===== config.mk =====
export PLATFORM = sky130hd
export DESIGN_NAME = etl_tx_launch
export DESIGN_NICKNAME = d
export VERILOG_FILES = /design/src/etl_tx_launch.v /design/src/etl_crc32.v
export VERILOG_INCLUDE_DIRS = /design/src /design/src/src
export SDC_FILE = /design/constraint.sdc
export NUM_CORES = 1
export LEC_CHECK = 0
export BUFFER_PORTS_ARGS = -buffer_cell sky130_fd_sc_hd__buf_4
export CORE_MARGIN = 2
export CORE_UTILIZATION = 54
export CTS_CLUSTER_DIAMETER = 40
export CTS_CLUSTER_SIZE = 28
export DETAILED_ROUTE_END_ITERATION = 8
export PLACE_DENSITY_LB_ADDON = 0.12
export SLEW_MARGIN = 25
export SYNTH_ARGS = -nofsm -noshare
export SYNTH_HDL_FRONTEND = slang
export SYNTH_SLANG_ARGS = --single-unit

===== constraint.sdc =====
create_clock -name clk_sys -period 5 [get_ports clk_sys]
set_clock_uncertainty 0.2 [all_clocks]
set_input_delay 1.5 -clock clk_sys [delete_from_list [all_inputs] [get_ports clk_sys]]
set_output_delay 1.5 -clock clk_sys [all_outputs]
set_load 0.01 [all_outputs]

===== src/etl_defs.vh =====
// constants for the transmit launch path: register map, field positions, reset values, frame figures
// assumes a 32-bit classic wishbone register bus and an 8-bit shared buffer port
//
// Summary of operation
// - control byte: upper four bits unused, zero
// - override and oversize one: send whole frame
// - oversize zero: abort at maximum frame length
// - pad bit: zero-pad short frames to 60
// - crc bit one: compute and append crc
// - crc bit zero: check last four bytes
// - override clear: use global mac settings
// - transmit waits for running dma to finish
// - dma start waits until request clears
// - clearing request cancels as an abort
// - device clears request when frame ends
// - seven status bytes after end pointer
// - set done flag, raise interrupt if enabled
// - start and end pointers left unchanged
// - abort status bit set on failure
// - status fields stored low byte first
// - status bit 23 only on success
// - status bit 31 flags buffer underrun
`ifndef ETL_DEFS_VH
`define ETL_DEFS_VH

// register byte offsets
`define ETL_REG_CTRL      8'h00
`define ETL_REG_FLAGS     8'h04
`define ETL_REG_ENABLES   8'h08
`define ETL_REG_TXSTAT    8'h0c
`define ETL_REG_TXSTART   8'h10
`define ETL_REG_TXEND     8'h14
`define ETL_REG_MACCFG    8'h18
`define ETL_REG_MAXFL     8'h1c

// module_control_one fields
`define ETL_CTRL_TXREQ    3
`define ETL_CTRL_DMA_START    5
// module_irq_flags fields (write one to clear)
`define ETL_FLAG_TXDONE   3
`define ETL_FLAG_BUFERR   0
// module_irq_enables fields
`define ETL_EN_TXDONE     3
`define ETL_EN_MODULE     7
// status fields
`define ETL_STAT_BUFERR   0
`define ETL_STAT_ABORT    1
`define ETL_STAT_BUSY     2
// mac_config_three fields
`define ETL_CFG_HUGE      2
`define ETL_CFG_CRC       4
`define ETL_CFG_PAD       5
// per-packet control byte fields
`define ETL_PKT_OVERRIDE  0
`define ETL_PKT_CRC       1
`define ETL_PKT_PAD       2
`define ETL_PKT_HUGE      3

// reset values
`define ETL_MACCFG_RST    8'h00
`define ETL_MAXFL_RST     16'h05ee

// frame figures
`define ETL_MIN_FRAME     16'h003c
`define ETL_TSV_LAST      3'h6
`define ETL_CRC_LAST      2'h3
`define ETL_CRC_INIT      32'hffffffff
`define ETL_CRC_POLY      32'hedb88320
`define ETL_CRC_RESIDUE   32'hdebb20e3

`endif


===== src/etl_tx_launch.v =====
// transmit launch engine: register slave, buffer fetch, pad/crc/oversize policy, status vector write-back
// assumes buffer arbiter, phy byte strobe and dma busy all run on clk_sys
`timescale 1ns/10ps
`default_nettype none
`include "etl_defs.vh"

module etl_tx_launch #(
  parameter ADDR_W = 13
)
(
  // clock and reset
  input  wire              clk_sys,
  input  wire              rst,
  // wishbone slave
  input  wire              wbCyc,
  input  wire              wbStb,
  input  wire              wbWe,
  input  wire [7:0]        wbAdr,
  input  wire [3:0]        wbSel,
  input  wire [31:0]       wbDatI,
  output reg  [31:0]       wbDatO_ff,
  output reg               wbAck_ff,
  // shared buffer arbiter channel
  output reg               memReq_ff,
  output reg               memWe_ff,
  output reg  [ADDR_W-1:0] memAddr_ff,
  output reg  [7:0]        memWdata_ff,
  input  wire              memAck,
  input  wire [7:0]        memRdata,
  // dma engine
  input  wire              dmaBusy,
  output reg               dmaStart_ff,
  // phy byte stream
  output reg  [7:0]        txData_ff,
  output reg               txValid_ff,
  input  wire              txReady,
  // interrupt
  output reg               irq_ff
);

  localparam S_IDLE  = 8'h01;
  localparam S_WAIT  = 8'h02;
  localparam S_CTRL  = 8'h04;
  localparam S_FETCH = 8'h08;
  localparam S_SEND  = 8'h10;
  localparam S_CRC   = 8'h20;
  localparam S_TSV   = 8'h40;
  localparam S_FIN   = 8'h80;

  //////////////////////////////////////////////////////////////////////////////
  // state
  reg  [7:0]        state_ff;
  reg  [7:0]        nxt_state;
  reg               txReq_ff;
  reg               dmaPend_ff;
  reg               doneFlag_ff;
  reg               bufErr_ff;
  reg               doneEn_ff;
  reg               modEn_ff;
  reg               abortStat_ff;
  reg  [ADDR_W-1:0] txStart_ff;
  reg  [ADDR_W-1:0] txEnd_ff;
  reg  [7:0]        macCfg_ff;
  reg  [15:0]       maxFl_ff;
  reg  [3:0]        pktCtrl_ff;
  reg  [ADDR_W-1:0] rdAddr_ff;
  reg  [15:0]       count_ff;
  reg  [31:0]       crc_ff;
  reg  [31:0]       fcs_ff;
  reg  [1:0]        crcIdx_ff;
  reg  [2:0]        tsvIdx_ff;
  reg               started_ff;
  reg               aborted_ff;
  reg               underrun_ff;
  reg               giant_ff;
  reg               crcErr_ff;
  reg               mcast_ff;
  reg               bcast_ff;
  reg  [31:0]       rdData;

  wire [31:0]       crcNext;
  wire              wbReq    = wbCyc && wbStb && !wbAck_ff;
  wire              wbWr     = wbReq && wbWe;
  wire              memDone  = memReq_ff && memAck;
  wire              take     = txValid_ff && txReady;
  wire              cancel   = !txReq_ff;
  wire [15:0]       countInc = count_ff + 16'h0001;

  // per-packet bits win only under override
  wire              override = pktCtrl_ff[`ETL_PKT_OVERRIDE];
  wire              useHuge  = override ? pktCtrl_ff[`ETL_PKT_HUGE] : macCfg_ff[`ETL_CFG_HUGE];
  wire              usePad   = override ? pktCtrl_ff[`ETL_PKT_PAD]  : macCfg_ff[`ETL_CFG_PAD];
  wire              useCrc   = override ? pktCtrl_ff[`ETL_PKT_CRC]  : macCfg_ff[`ETL_CFG_CRC];

  wire              moreData = rdAddr_ff != txEnd_ff;
  wire              needPad  = usePad && (countInc < `ETL_MIN_FRAME);
  wire              moreAny  = moreData || needPad || useCrc;
  wire              isGiant  = (countInc == maxFl_ff) && moreAny && !useHuge;

  wire [ADDR_W-1:0] rdAddrInc = rdAddr_ff + {{(ADDR_W-1){1'b0}}, 1'b1};
  wire [ADDR_W-1:0] tsvAddr   = txEnd_ff + {{(ADDR_W-3){1'b0}}, tsvIdx_ff} + {{(ADDR_W-1){1'b0}}, 1'b1};

  // status vector, bits laid out as stored, low byte first in memory
  wire [55:0]       tsv = {8'h00, count_ff, underrun_ff, giant_ff, 4'h0, bcast_ff, mcast_ff,
                           !aborted_ff, 2'b00, crcErr_ff, 4'h0, count_ff};
  wire [7:0]        tsvByte = tsv[{tsvIdx_ff, 3'b000} +: 8];

  etl_crc32 u_crc
  (
    .crcIn  (crc_ff),
    .dataIn (txData_ff),
    .crcOut (crcNext)
  );

  //////////////////////////////////////////////////////////////////////////////
  // register read mux
  always @*
  begin
    rdData = 32'h00000000;
    case (wbAdr)
      `ETL_REG_CTRL:
      begin
        rdData[`ETL_CTRL_TXREQ] = txReq_ff;
        rdData[`ETL_CTRL_DMA_START] = dmaPend_ff;
      end
      `ETL_REG_FLAGS:
      begin
        rdData[`ETL_FLAG_TXDONE] = doneFlag_ff;
        rdData[`ETL_FLAG_BUFERR] = bufErr_ff;
      end
      `ETL_REG_ENABLES:
      begin
        rdData[`ETL_EN_TXDONE] = doneEn_ff;
        rdData[`ETL_EN_MODULE] = modEn_ff;
      end
      `ETL_REG_TXSTAT:
      begin
        rdData[`ETL_STAT_BUFERR] = bufErr_ff;
        rdData[`ETL_STAT_ABORT]  = abortStat_ff;
        rdData[`ETL_STAT_BUSY]   = !state_ff[0];
      end
      `ETL_REG_TXSTART: rdData[ADDR_W-1:0] = txStart_ff;
      `ETL_REG_TXEND:   rdData[ADDR_W-1:0] = txEnd_ff;
      `ETL_REG_MACCFG:  rdData[7:0]        = macCfg_ff;
      `ETL_REG_MAXFL:   rdData[15:0]       = maxFl_ff;
      default:          rdData = 32'h00000000;
    endcase
  end

  //////////////////////////////////////////////////////////////////////////////
  // next state
  always @*
  begin
    nxt_state = state_ff;
    case (state_ff)
      S_IDLE:  if (txReq_ff) nxt_state = S_WAIT;
      S_WAIT:
      begin
        if (cancel)
          nxt_state = S_TSV;
        else if (!dmaBusy && !dmaStart_ff)
          nxt_state = S_CTRL;
      end
      S_CTRL:  if (memDone) nxt_state = cancel ? S_TSV : S_FETCH;
      S_FETCH: if (memDone) nxt_state = (cancel || underrun_ff) ? S_TSV : S_SEND;
      S_SEND:
      begin
        if (cancel || (take && isGiant))
          nxt_state = S_TSV;
        else if (take && moreData)
          nxt_state = S_FETCH;
        else if (take && !needPad)
          nxt_state = useCrc ? S_CRC : S_TSV;
      end
      S_CRC:   if (cancel || (take && crcIdx_ff == `ETL_CRC_LAST)) nxt_state = S_TSV;
      S_TSV:   if (memDone && tsvIdx_ff == `ETL_TSV_LAST) nxt_state = S_FIN;
      S_FIN:   nxt_state = S_IDLE;
      default: nxt_state = S_IDLE;
    endcase
  end

  //////////////////////////////////////////////////////////////////////////////
  // registers, bus writes and engine actions; engine assignments come last so they win
  always @(posedge clk_sys)
  begin
    if (rst)
    begin
      state_ff     <= S_IDLE;
      wbAck_ff     <= 1'b0;
      wbDatO_ff    <= 32'h00000000;
      memReq_ff    <= 1'b0;
      memWe_ff     <= 1'b0;
      memAddr_ff   <= {ADDR_W{1'b0}};
      memWdata_ff  <= 8'h00;
      dmaStart_ff  <= 1'b0;
      txData_ff    <= 8'h00;
      txValid_ff   <= 1'b0;
      irq_ff       <= 1'b0;
      txReq_ff     <= 1'b0;
      dmaPend_ff   <= 1'b0;
      doneFlag_ff  <= 1'b0;
      bufErr_ff    <= 1'b0;
      doneEn_ff    <= 1'b0;
      modEn_ff     <= 1'b0;
      abortStat_ff <= 1'b0;
      txStart_ff   <= {ADDR_W{1'b0}};
      txEnd_ff     <= {ADDR_W{1'b0}};
      macCfg_ff    <= `ETL_MACCFG_RST;
      maxFl_ff     <= `ETL_MAXFL_RST;
      pktCtrl_ff   <= 4'h0;
      rdAddr_ff    <= {ADDR_W{1'b0}};
      count_ff     <= 16'h0000;
      crc_ff       <= `ETL_CRC_INIT;
      fcs_ff       <= 32'h00000000;
      crcIdx_ff    <= 2'b00;
      tsvIdx_ff    <= 3'h0;
      started_ff   <= 1'b0;
      aborted_ff   <= 1'b0;
      underrun_ff  <= 1'b0;
      giant_ff     <= 1'b0;
      crcErr_ff    <= 1'b0;
      mcast_ff     <= 1'b0;
      bcast_ff     <= 1'b0;
    end
    else
    begin
      state_ff    <= nxt_state;
      wbAck_ff    <= wbReq;
      dmaStart_ff <= 1'b0;
      irq_ff      <= doneFlag_ff && doneEn_ff && modEn_ff;
      if (wbReq && !wbWe)
        wbDatO_ff <= rdData;

      // bus writes; pointers are software's to keep still during a frame
      if (wbWr && wbSel[0])
      begin
        case (wbAdr)
          `ETL_REG_CTRL:
          begin
            txReq_ff <= wbDatI[`ETL_CTRL_TXREQ];
            if (wbDatI[`ETL_CTRL_DMA_START])
              dmaPend_ff <= 1'b1;
          end
          `ETL_REG_FLAGS:
          begin
            if (wbDatI[`ETL_FLAG_TXDONE])
              doneFlag_ff <= 1'b0;
            if (wbDatI[`ETL_FLAG_BUFERR])
              bufErr_ff <= 1'b0;
          end
          `ETL_REG_ENABLES:
          begin
            doneEn_ff <= wbDatI[`ETL_EN_TXDONE];
            modEn_ff  <= wbDatI[`ETL_EN_MODULE];
          end
          `ETL_REG_TXSTART: txStart_ff[7:0] <= wbDatI[7:0];
          `ETL_REG_TXEND:   txEnd_ff[7:0]   <= wbDatI[7:0];
          `ETL_REG_MACCFG:  macCfg_ff       <= wbDatI[7:0];
          `ETL_REG_MAXFL:   maxFl_ff[7:0]   <= wbDatI[7:0];
          default:          ;
        endcase
      end
      if (wbWr && wbSel[1])
      begin
        case (wbAdr)
          `ETL_REG_TXSTART: txStart_ff[ADDR_W-1:8] <= wbDatI[ADDR_W-1:8];
          `ETL_REG_TXEND:   txEnd_ff[ADDR_W-1:8]   <= wbDatI[ADDR_W-1:8];
          `ETL_REG_MAXFL:   maxFl_ff[15:8]         <= wbDatI[15:8];
          default:          ;
        endcase
      end

      // dma is held back while a transmit request stands
      if (dmaPend_ff && !txReq_ff && !dmaBusy && state_ff == S_IDLE)
      begin
        dmaStart_ff <= 1'b1;
        dmaPend_ff  <= 1'b0;
      end

      case (state_ff)
        S_IDLE:
        begin
          count_ff    <= 16'h0000;
          crc_ff      <= `ETL_CRC_INIT;
          tsvIdx_ff   <= 3'h0;
          started_ff  <= 1'b0;
          aborted_ff  <= 1'b1;
          underrun_ff <= 1'b0;
          giant_ff    <= 1'b0;
          crcErr_ff   <= 1'b0;
          mcast_ff    <= 1'b0;
          bcast_ff    <= 1'b1;
        end
        S_WAIT:
        begin
          if (!cancel && !dmaBusy && !dmaStart_ff)
          begin
            memReq_ff  <= 1'b1;
            memWe_ff   <= 1'b0;
            memAddr_ff <= txStart_ff;
          end
        end
        S_CTRL:
        begin
          if (memDone)
          begin
            pktCtrl_ff <= memRdata[3:0];
            rdAddr_ff  <= txStart_ff + {{(ADDR_W-1){1'b0}}, 1'b1};
            memAddr_ff <= txStart_ff + {{(ADDR_W-1){1'b0}}, 1'b1};
            memReq_ff  <= !cancel;
          end
        end
        S_FETCH:
        begin
          // the phy asked for a byte the buffer could not deliver in time
          if (txReady && started_ff && !memDone)
            underrun_ff <= 1'b1;
          if (memDone)
          begin
            memReq_ff  <= 1'b0;
            txData_ff  <= memRdata;
            txValid_ff <= !(cancel || underrun_ff);
          end
        end
        S_SEND:
        begin
          if (cancel)
          begin
            // a byte the phy takes in the cancel cycle still counts
            txValid_ff <= 1'b0;
            if (take)
              count_ff <= countInc;
          end
          else if (take)
          begin
            count_ff   <= countInc;
            crc_ff     <= crcNext;
            started_ff <= 1'b1;
            txValid_ff <= 1'b0;
            if (count_ff == 16'h0000)
              mcast_ff <= txData_ff[0];
            if (count_ff < 16'h0006 && txData_ff != 8'hff)
              bcast_ff <= 1'b0;
            if (isGiant)
              giant_ff <= 1'b1;
            else if (moreData)
            begin
              rdAddr_ff  <= rdAddrInc;
              memAddr_ff <= rdAddrInc;
              memReq_ff  <= 1'b1;
            end
            else if (needPad)
            begin
              txData_ff  <= 8'h00;
              txValid_ff <= 1'b1;
            end
            else if (useCrc)
            begin
              fcs_ff     <= ~crcNext;
              txData_ff  <= ~crcNext[7:0];
              txValid_ff <= 1'b1;
              crcIdx_ff  <= 2'b00;
              aborted_ff <= 1'b0;
            end
            else
            begin
              // supplied frame carries its own crc: the whole run must leave the residue
              crcErr_ff  <= crcNext != `ETL_CRC_RESIDUE;
              aborted_ff <= 1'b0;
            end
          end
        end
        S_CRC:
        begin
          if (cancel)
          begin
            txValid_ff <= 1'b0;
            aborted_ff <= 1'b1;
            if (take)
              count_ff <= countInc;
          end
          else if (take)
          begin
            count_ff  <= countInc;
            crcIdx_ff <= crcIdx_ff + 2'b01;
            if (crcIdx_ff == `ETL_CRC_LAST)
              txValid_ff <= 1'b0;
            else
              txData_ff <= fcs_ff[{crcIdx_ff + 2'b01, 3'b000} +: 8];
          end
        end
        S_TSV:
        begin
          if (!memReq_ff)
          begin
            memReq_ff   <= 1'b1;
            memWe_ff    <= 1'b1;
            memAddr_ff  <= tsvAddr;
            memWdata_ff <= tsvByte;
          end
          else if (memDone)
          begin
            memReq_ff <= 1'b0;
            memWe_ff  <= 1'b0;
            tsvIdx_ff <= tsvIdx_ff + 3'h1;
          end
        end
        S_FIN:
        begin
          // pointer registers are never touched here
          txReq_ff     <= 1'b0;
          doneFlag_ff  <= 1'b1;
          abortStat_ff <= aborted_ff;
          if (underrun_ff)
            bufErr_ff <= 1'b1;
        end
        default: ;
      endcase
    end
  end

endmodule
`default_nettype wire


===== src/etl_crc32.v =====
// byte-wide update of the reflected ethernet crc register
// assumes the caller holds the register and feeds bytes lsb first
`timescale 1ns/10ps
`default_nettype none
`include "etl_defs.vh"

module etl_crc32
(
  // running value
  input  wire [31:0] crcIn,
  // byte to fold in
  input  wire [7:0]  dataIn,
  // updated value
  output reg  [31:0] crcOut
);

  integer i;

  always @*
  begin
    crcOut = crcIn;
    for (i = 0; i < 8; i = i + 1)
    begin
      if (crcOut[0] ^ dataIn[i])
        crcOut = {1'b0, crcOut[31:1]} ^ `ETL_CRC_POLY;
      else
        crcOut = {1'b0, crcOut[31:1]};
    end
  end

endmodule
`default_nettype wire


==> reports/qor.yml <==
drt:
  vias: 12027
  detail_route.wl_per_cell_um: 20.1
  drt-vias-per-instance: 6.16
  drt-total-wl_mm: 39.2
  drt_first_pass_iters: 6
  route.detailed.drc: 0
  ant_nets: 0
  detailedRoute.firstIterationViolations: 1073
sta:
  final.setup.tns_ns: 0
  layout_worst_path_cycle_share: 0.888
  worst_pin_slew_ns: 0.937
  rsz_0062_raised_after_global_routing: "false"
  setup_slack_ns: 0.558
  layout_min_cycle_time_ns: 4.44
  finalSetupViolations: 0
  hold_viol_final: 0
  maxClockFrequency_mhz: 225
  slew_headroom: 0.373
  maxSlewViolCount: 0
finish:
  drive_gt1_frac: 0.159
  layout.cell_area.non_filler_mm2: 0.0149
  area_taken_by_flip_flops_and_latches_mm2: 0.00450
  area_delta_synth_final_pct: 15.5
  antenna_cells: 0
  area_of_the_multi_input_gates_mm2: 0.00777
  fillerInstances: 2098
  finish.net_count: 1681
power:
  power.density_cell_area_mw_per_mm2: 339
  cellLeakagePower_uw: 0.00521
  vdd_ir_drop_max_mv: 0.242
min_path:
  hold_class: "register to register"
  holdPathEnd: "macCfg_ff[7]$_SDFFE_PP0P_"
  min_from: "macCfg_ff[7]$_SDFFE_PP0P_"
  min_delay_path_depth: 2
floorplanning:
  die-width_um: 158
  floorplan.rows: 56
  effective_utilization_at_floorplan: 0.549
  core-area_mm2: 0.0235
  die_h_um: 158
  io-pin-count: 127
  dieArea_mm2: 0.0251
synth:
  post_synth.cell_area_avg_um2: 8.27
  synth_async_sr_flop_share: 0
  synthesis.instances: 1558
  most_used_dff_post_synth: "dfxtp_1"
  synth-seq-area-share: 0.350
  synth_warnings: 0
  synth_edf_count: 0
  yosys.cell_types.count: 86
  synth_area_mm2: 0.0129
  postSynthRegisterBits: 225
global_route:
  grt_antenna_before_repair: 0
  grt_pass1_wl_mm: 61.2
  vias_in_the_first_global_route: 11134
  grt_max_degree: 91
  gr-usage-all-layers: 0.312
  globalRoute.totalOverflow: 0
placed_design:
  placed_cell_area_mm2: 0.0137
  place_worst_setup_slack_ns: 0.640
  dp_hpwl_mm: 27.5
  place.gp.congestion: 0.977
  place.port_buffers: 92
clock_network:
  tritoncts: "done"
  post-cts-setup-buffer-count: 0
  clk_root_buffer_cell: "clkbuf_16"
  ctsHoldBuffers: 0
  ctsLongestPathBuffers: 3
  cts_buffers: 35
  cts-resized-gates: 0
  clkSlewWorstSetupHoldPaths_ns: 0.06
  worstSkewPairLatency_ns: 0.51
  clock_sink_count: 225
  ctsHtreeMaxLevel: 2
setup_path:
  r2r_setup_slack_ns: 0.56
  r2r_cells: 11
  worstSetupStartpointType: "register"
  r2r_start: "count_ff[0]$_SDFFE_PP0P_"
  r2r-end: "memAddr_ff[4]$_SDFFE_PP0P_"
  critPathRequiredTime_ns: 5.15
  cp.arrival_ns: 4.59
  worstSetupEndpointType: "register"
  crit_path_max_fanout: 15
  crit_type: "register to register"
run:
  cap_violations: 0
run_status:
  status: "finished clean"
==> power by group <==
group / total, uW / internal, uW / switching (uW)
registers: 1860 / 1820 / 41.1
clock network: 2400 / 1510 / 889
logic: 775 / 242 / 533
total: 5040 / 3580 / 1460
==> worst max path at each step <==
stage                                   from                    endpoint  cells past startpoint
detailed placement  count_ff[0]$_SDFFE_PP0P_  memAddr_ff[4]$_SDFFE_PP0P_                     11
finish              count_ff[0]$_SDFFE_PP0P_  memAddr_ff[4]$_SDFFE_PP0P_                     11
global placement    count_ff[0]$_SDFFE_PP0P_  memAddr_ff[4]$_SDFFE_PP0P_                     11
global route        count_ff[0]$_SDFFE_PP0P_  memAddr_ff[4]$_SDFFE_PP0P_                     11
CTS                 count_ff[0]$_SDFFE_PP0P_  memAddr_ff[4]$_SDFFE_PP0P_                     11
floorplan                           wbAdr[5]   maxFl_ff[10]$_SDFFE_PP1P_                      7
==> synthesized netlist by cell type, types with 18 or more instances <==
cell type / count / area share
and3_1: 18 / 0.0087
dfxtp_1: 225 / 0.35
buf_4: 23 / 0.013
clkbuf_1: 84 / 0.024
nor2b_1: 18 / 0.0087
nand3_1: 67 / 0.026
a21oi_1: 136 / 0.053
inv_1: 24 / 0.0070
nand2_1: 120 / 0.035
nor3_1: 66 / 0.026
or2_2: 36 / 0.017
mux2i_1: 78 / 0.061
xor2_1: 40 / 0.027
nand4_1: 20 / 0.0097
xnor2_1: 89 / 0.061
o21ai_0: 42 / 0.016
nor2_1: 172 / 0.050
==> cell usage in the layout (no fill, tap or decap), types with 6 or more instances in the layout <==
cell,Yosys,final
and4b_1,7,7
and3_1,18,18
o22ai_1,6,6
buf_4,23,124
or2_2,36,36
nor2_1,172,170
or3_1,7,7
a22oi_1,6,6
a311oi_1,15,15
a222oi_1,12,12
nor2b_1,18,18
o21ai_1,6,6
nand3_1,67,67
nand2_1,120,120
a21oi_1,136,136
xnor2_1,89,89
dfxtp_1,225,225
nand4_1,20,20
nand2b_1,15,15
inv_1,24,24
a211oi_1,10,10
a211o_1,14,14
xor2_1,40,40
nor3_1,66,66
nor3b_1,8,8
and4_1,6,6
a31oi_1,11,11
nor4_2,6,6
conb_1,1,16
nor4_1,11,11
nand4b_1,7,7
mux4_2,9,9
mux2i_1,78,78
clkbuf_16,0,37
nand3b_1,9,9
ha_1,11,11
a221oi_1,16,16
o21ai_0,42,42
==> cell type report <==
| class | instances | area share |
|---|---|---|
| multi-input combinational | 1197 | 0.522 |
| clock buffer | 44 | 0.0667 |
| tap | 319 | 0.0268 |
| inverter | 24 | 0.00606 |
| clock inverter | 16 | 0.0110 |
| timing repair buffer | 126 | 0.0647 |
| sequential | 225 | 0.303 |
==> kinds of logic (layout without fill, tap and decap cells) <==
family	count (synthesis)	after routing	synth area share
buffers and inverters	151	210	0.0527
adders and majority gates	12	12	0.0122
muxes	93	93	0.0816
DFF	225	225	0.350
xor gates and xnor gates	132	132	0.0915
other	1	16	0.000291
and+or+nand+nor	619	619	0.247
AOI/OAI and AO/OA	325	325	0.165
==> critical path, stage by stage, from the launching register on <==
cell       delay (ns)
dfxtp_1          0.57
ha_1             0.43
nand3_1          0.46
or3_1            0.52
and4_1           0.19
o32a_1           0.37
and4_1           0.30
o31ai_2          0.34
nand4_2          0.13
buf_4            0.23
a2111oi_0        0.43
nor3_1           0.09
==> flip-flops by register name (all words and copies together) (netlist names), 3 cells and up <==
| signal | cells |
|---|---|
| memWdata_ff | 8 |
| maxFl_ff | 16 |
| fcs_ff | 32 |
| txEnd_ff | 13 |
| count_ff | 16 |
| tsvIdx_ff | 3 |
| pktCtrl_ff | 4 |
| wbDatO_ff | 16 |
| macCfg_ff | 8 |
| rdAddr_ff | 13 |
| txStart_ff | 13 |
| txData_ff | 8 |
| state_ff | 8 |
| crc_ff | 32 |
| memAddr_ff | 13 |
==> through the flow <==
stage	hold WS (ns)	total power, uW	util	cells
6_report	0.253	5040	0.634	1951
5_1_grt	0.271	5220	0.634	1951
4_1_cts	0.255	5050	0.634	1951
3_5_place_dp	0.247	2660	0.584	1891
3_3_place_gp	0.241	2660	0.584	1891
2_1_floorplan	0.232	2410	-	1573
==> routing by layer <==
| layer | up-vias | global-route usage | share of wire |
|---|---|---|---|
| met1 | 5757 | 0.423 | 0.42 |
| met4 | 0 | 0.105 | 0.029 |
| met5 | - | 0 | 0 |
| met2 | 492 | 0.497 | 0.46 |
| met3 | 86 | 0.0642 | 0.090 |
| li1 | 5692 | - | - |
Note: power is estimated with default switching activity, not from simulation.
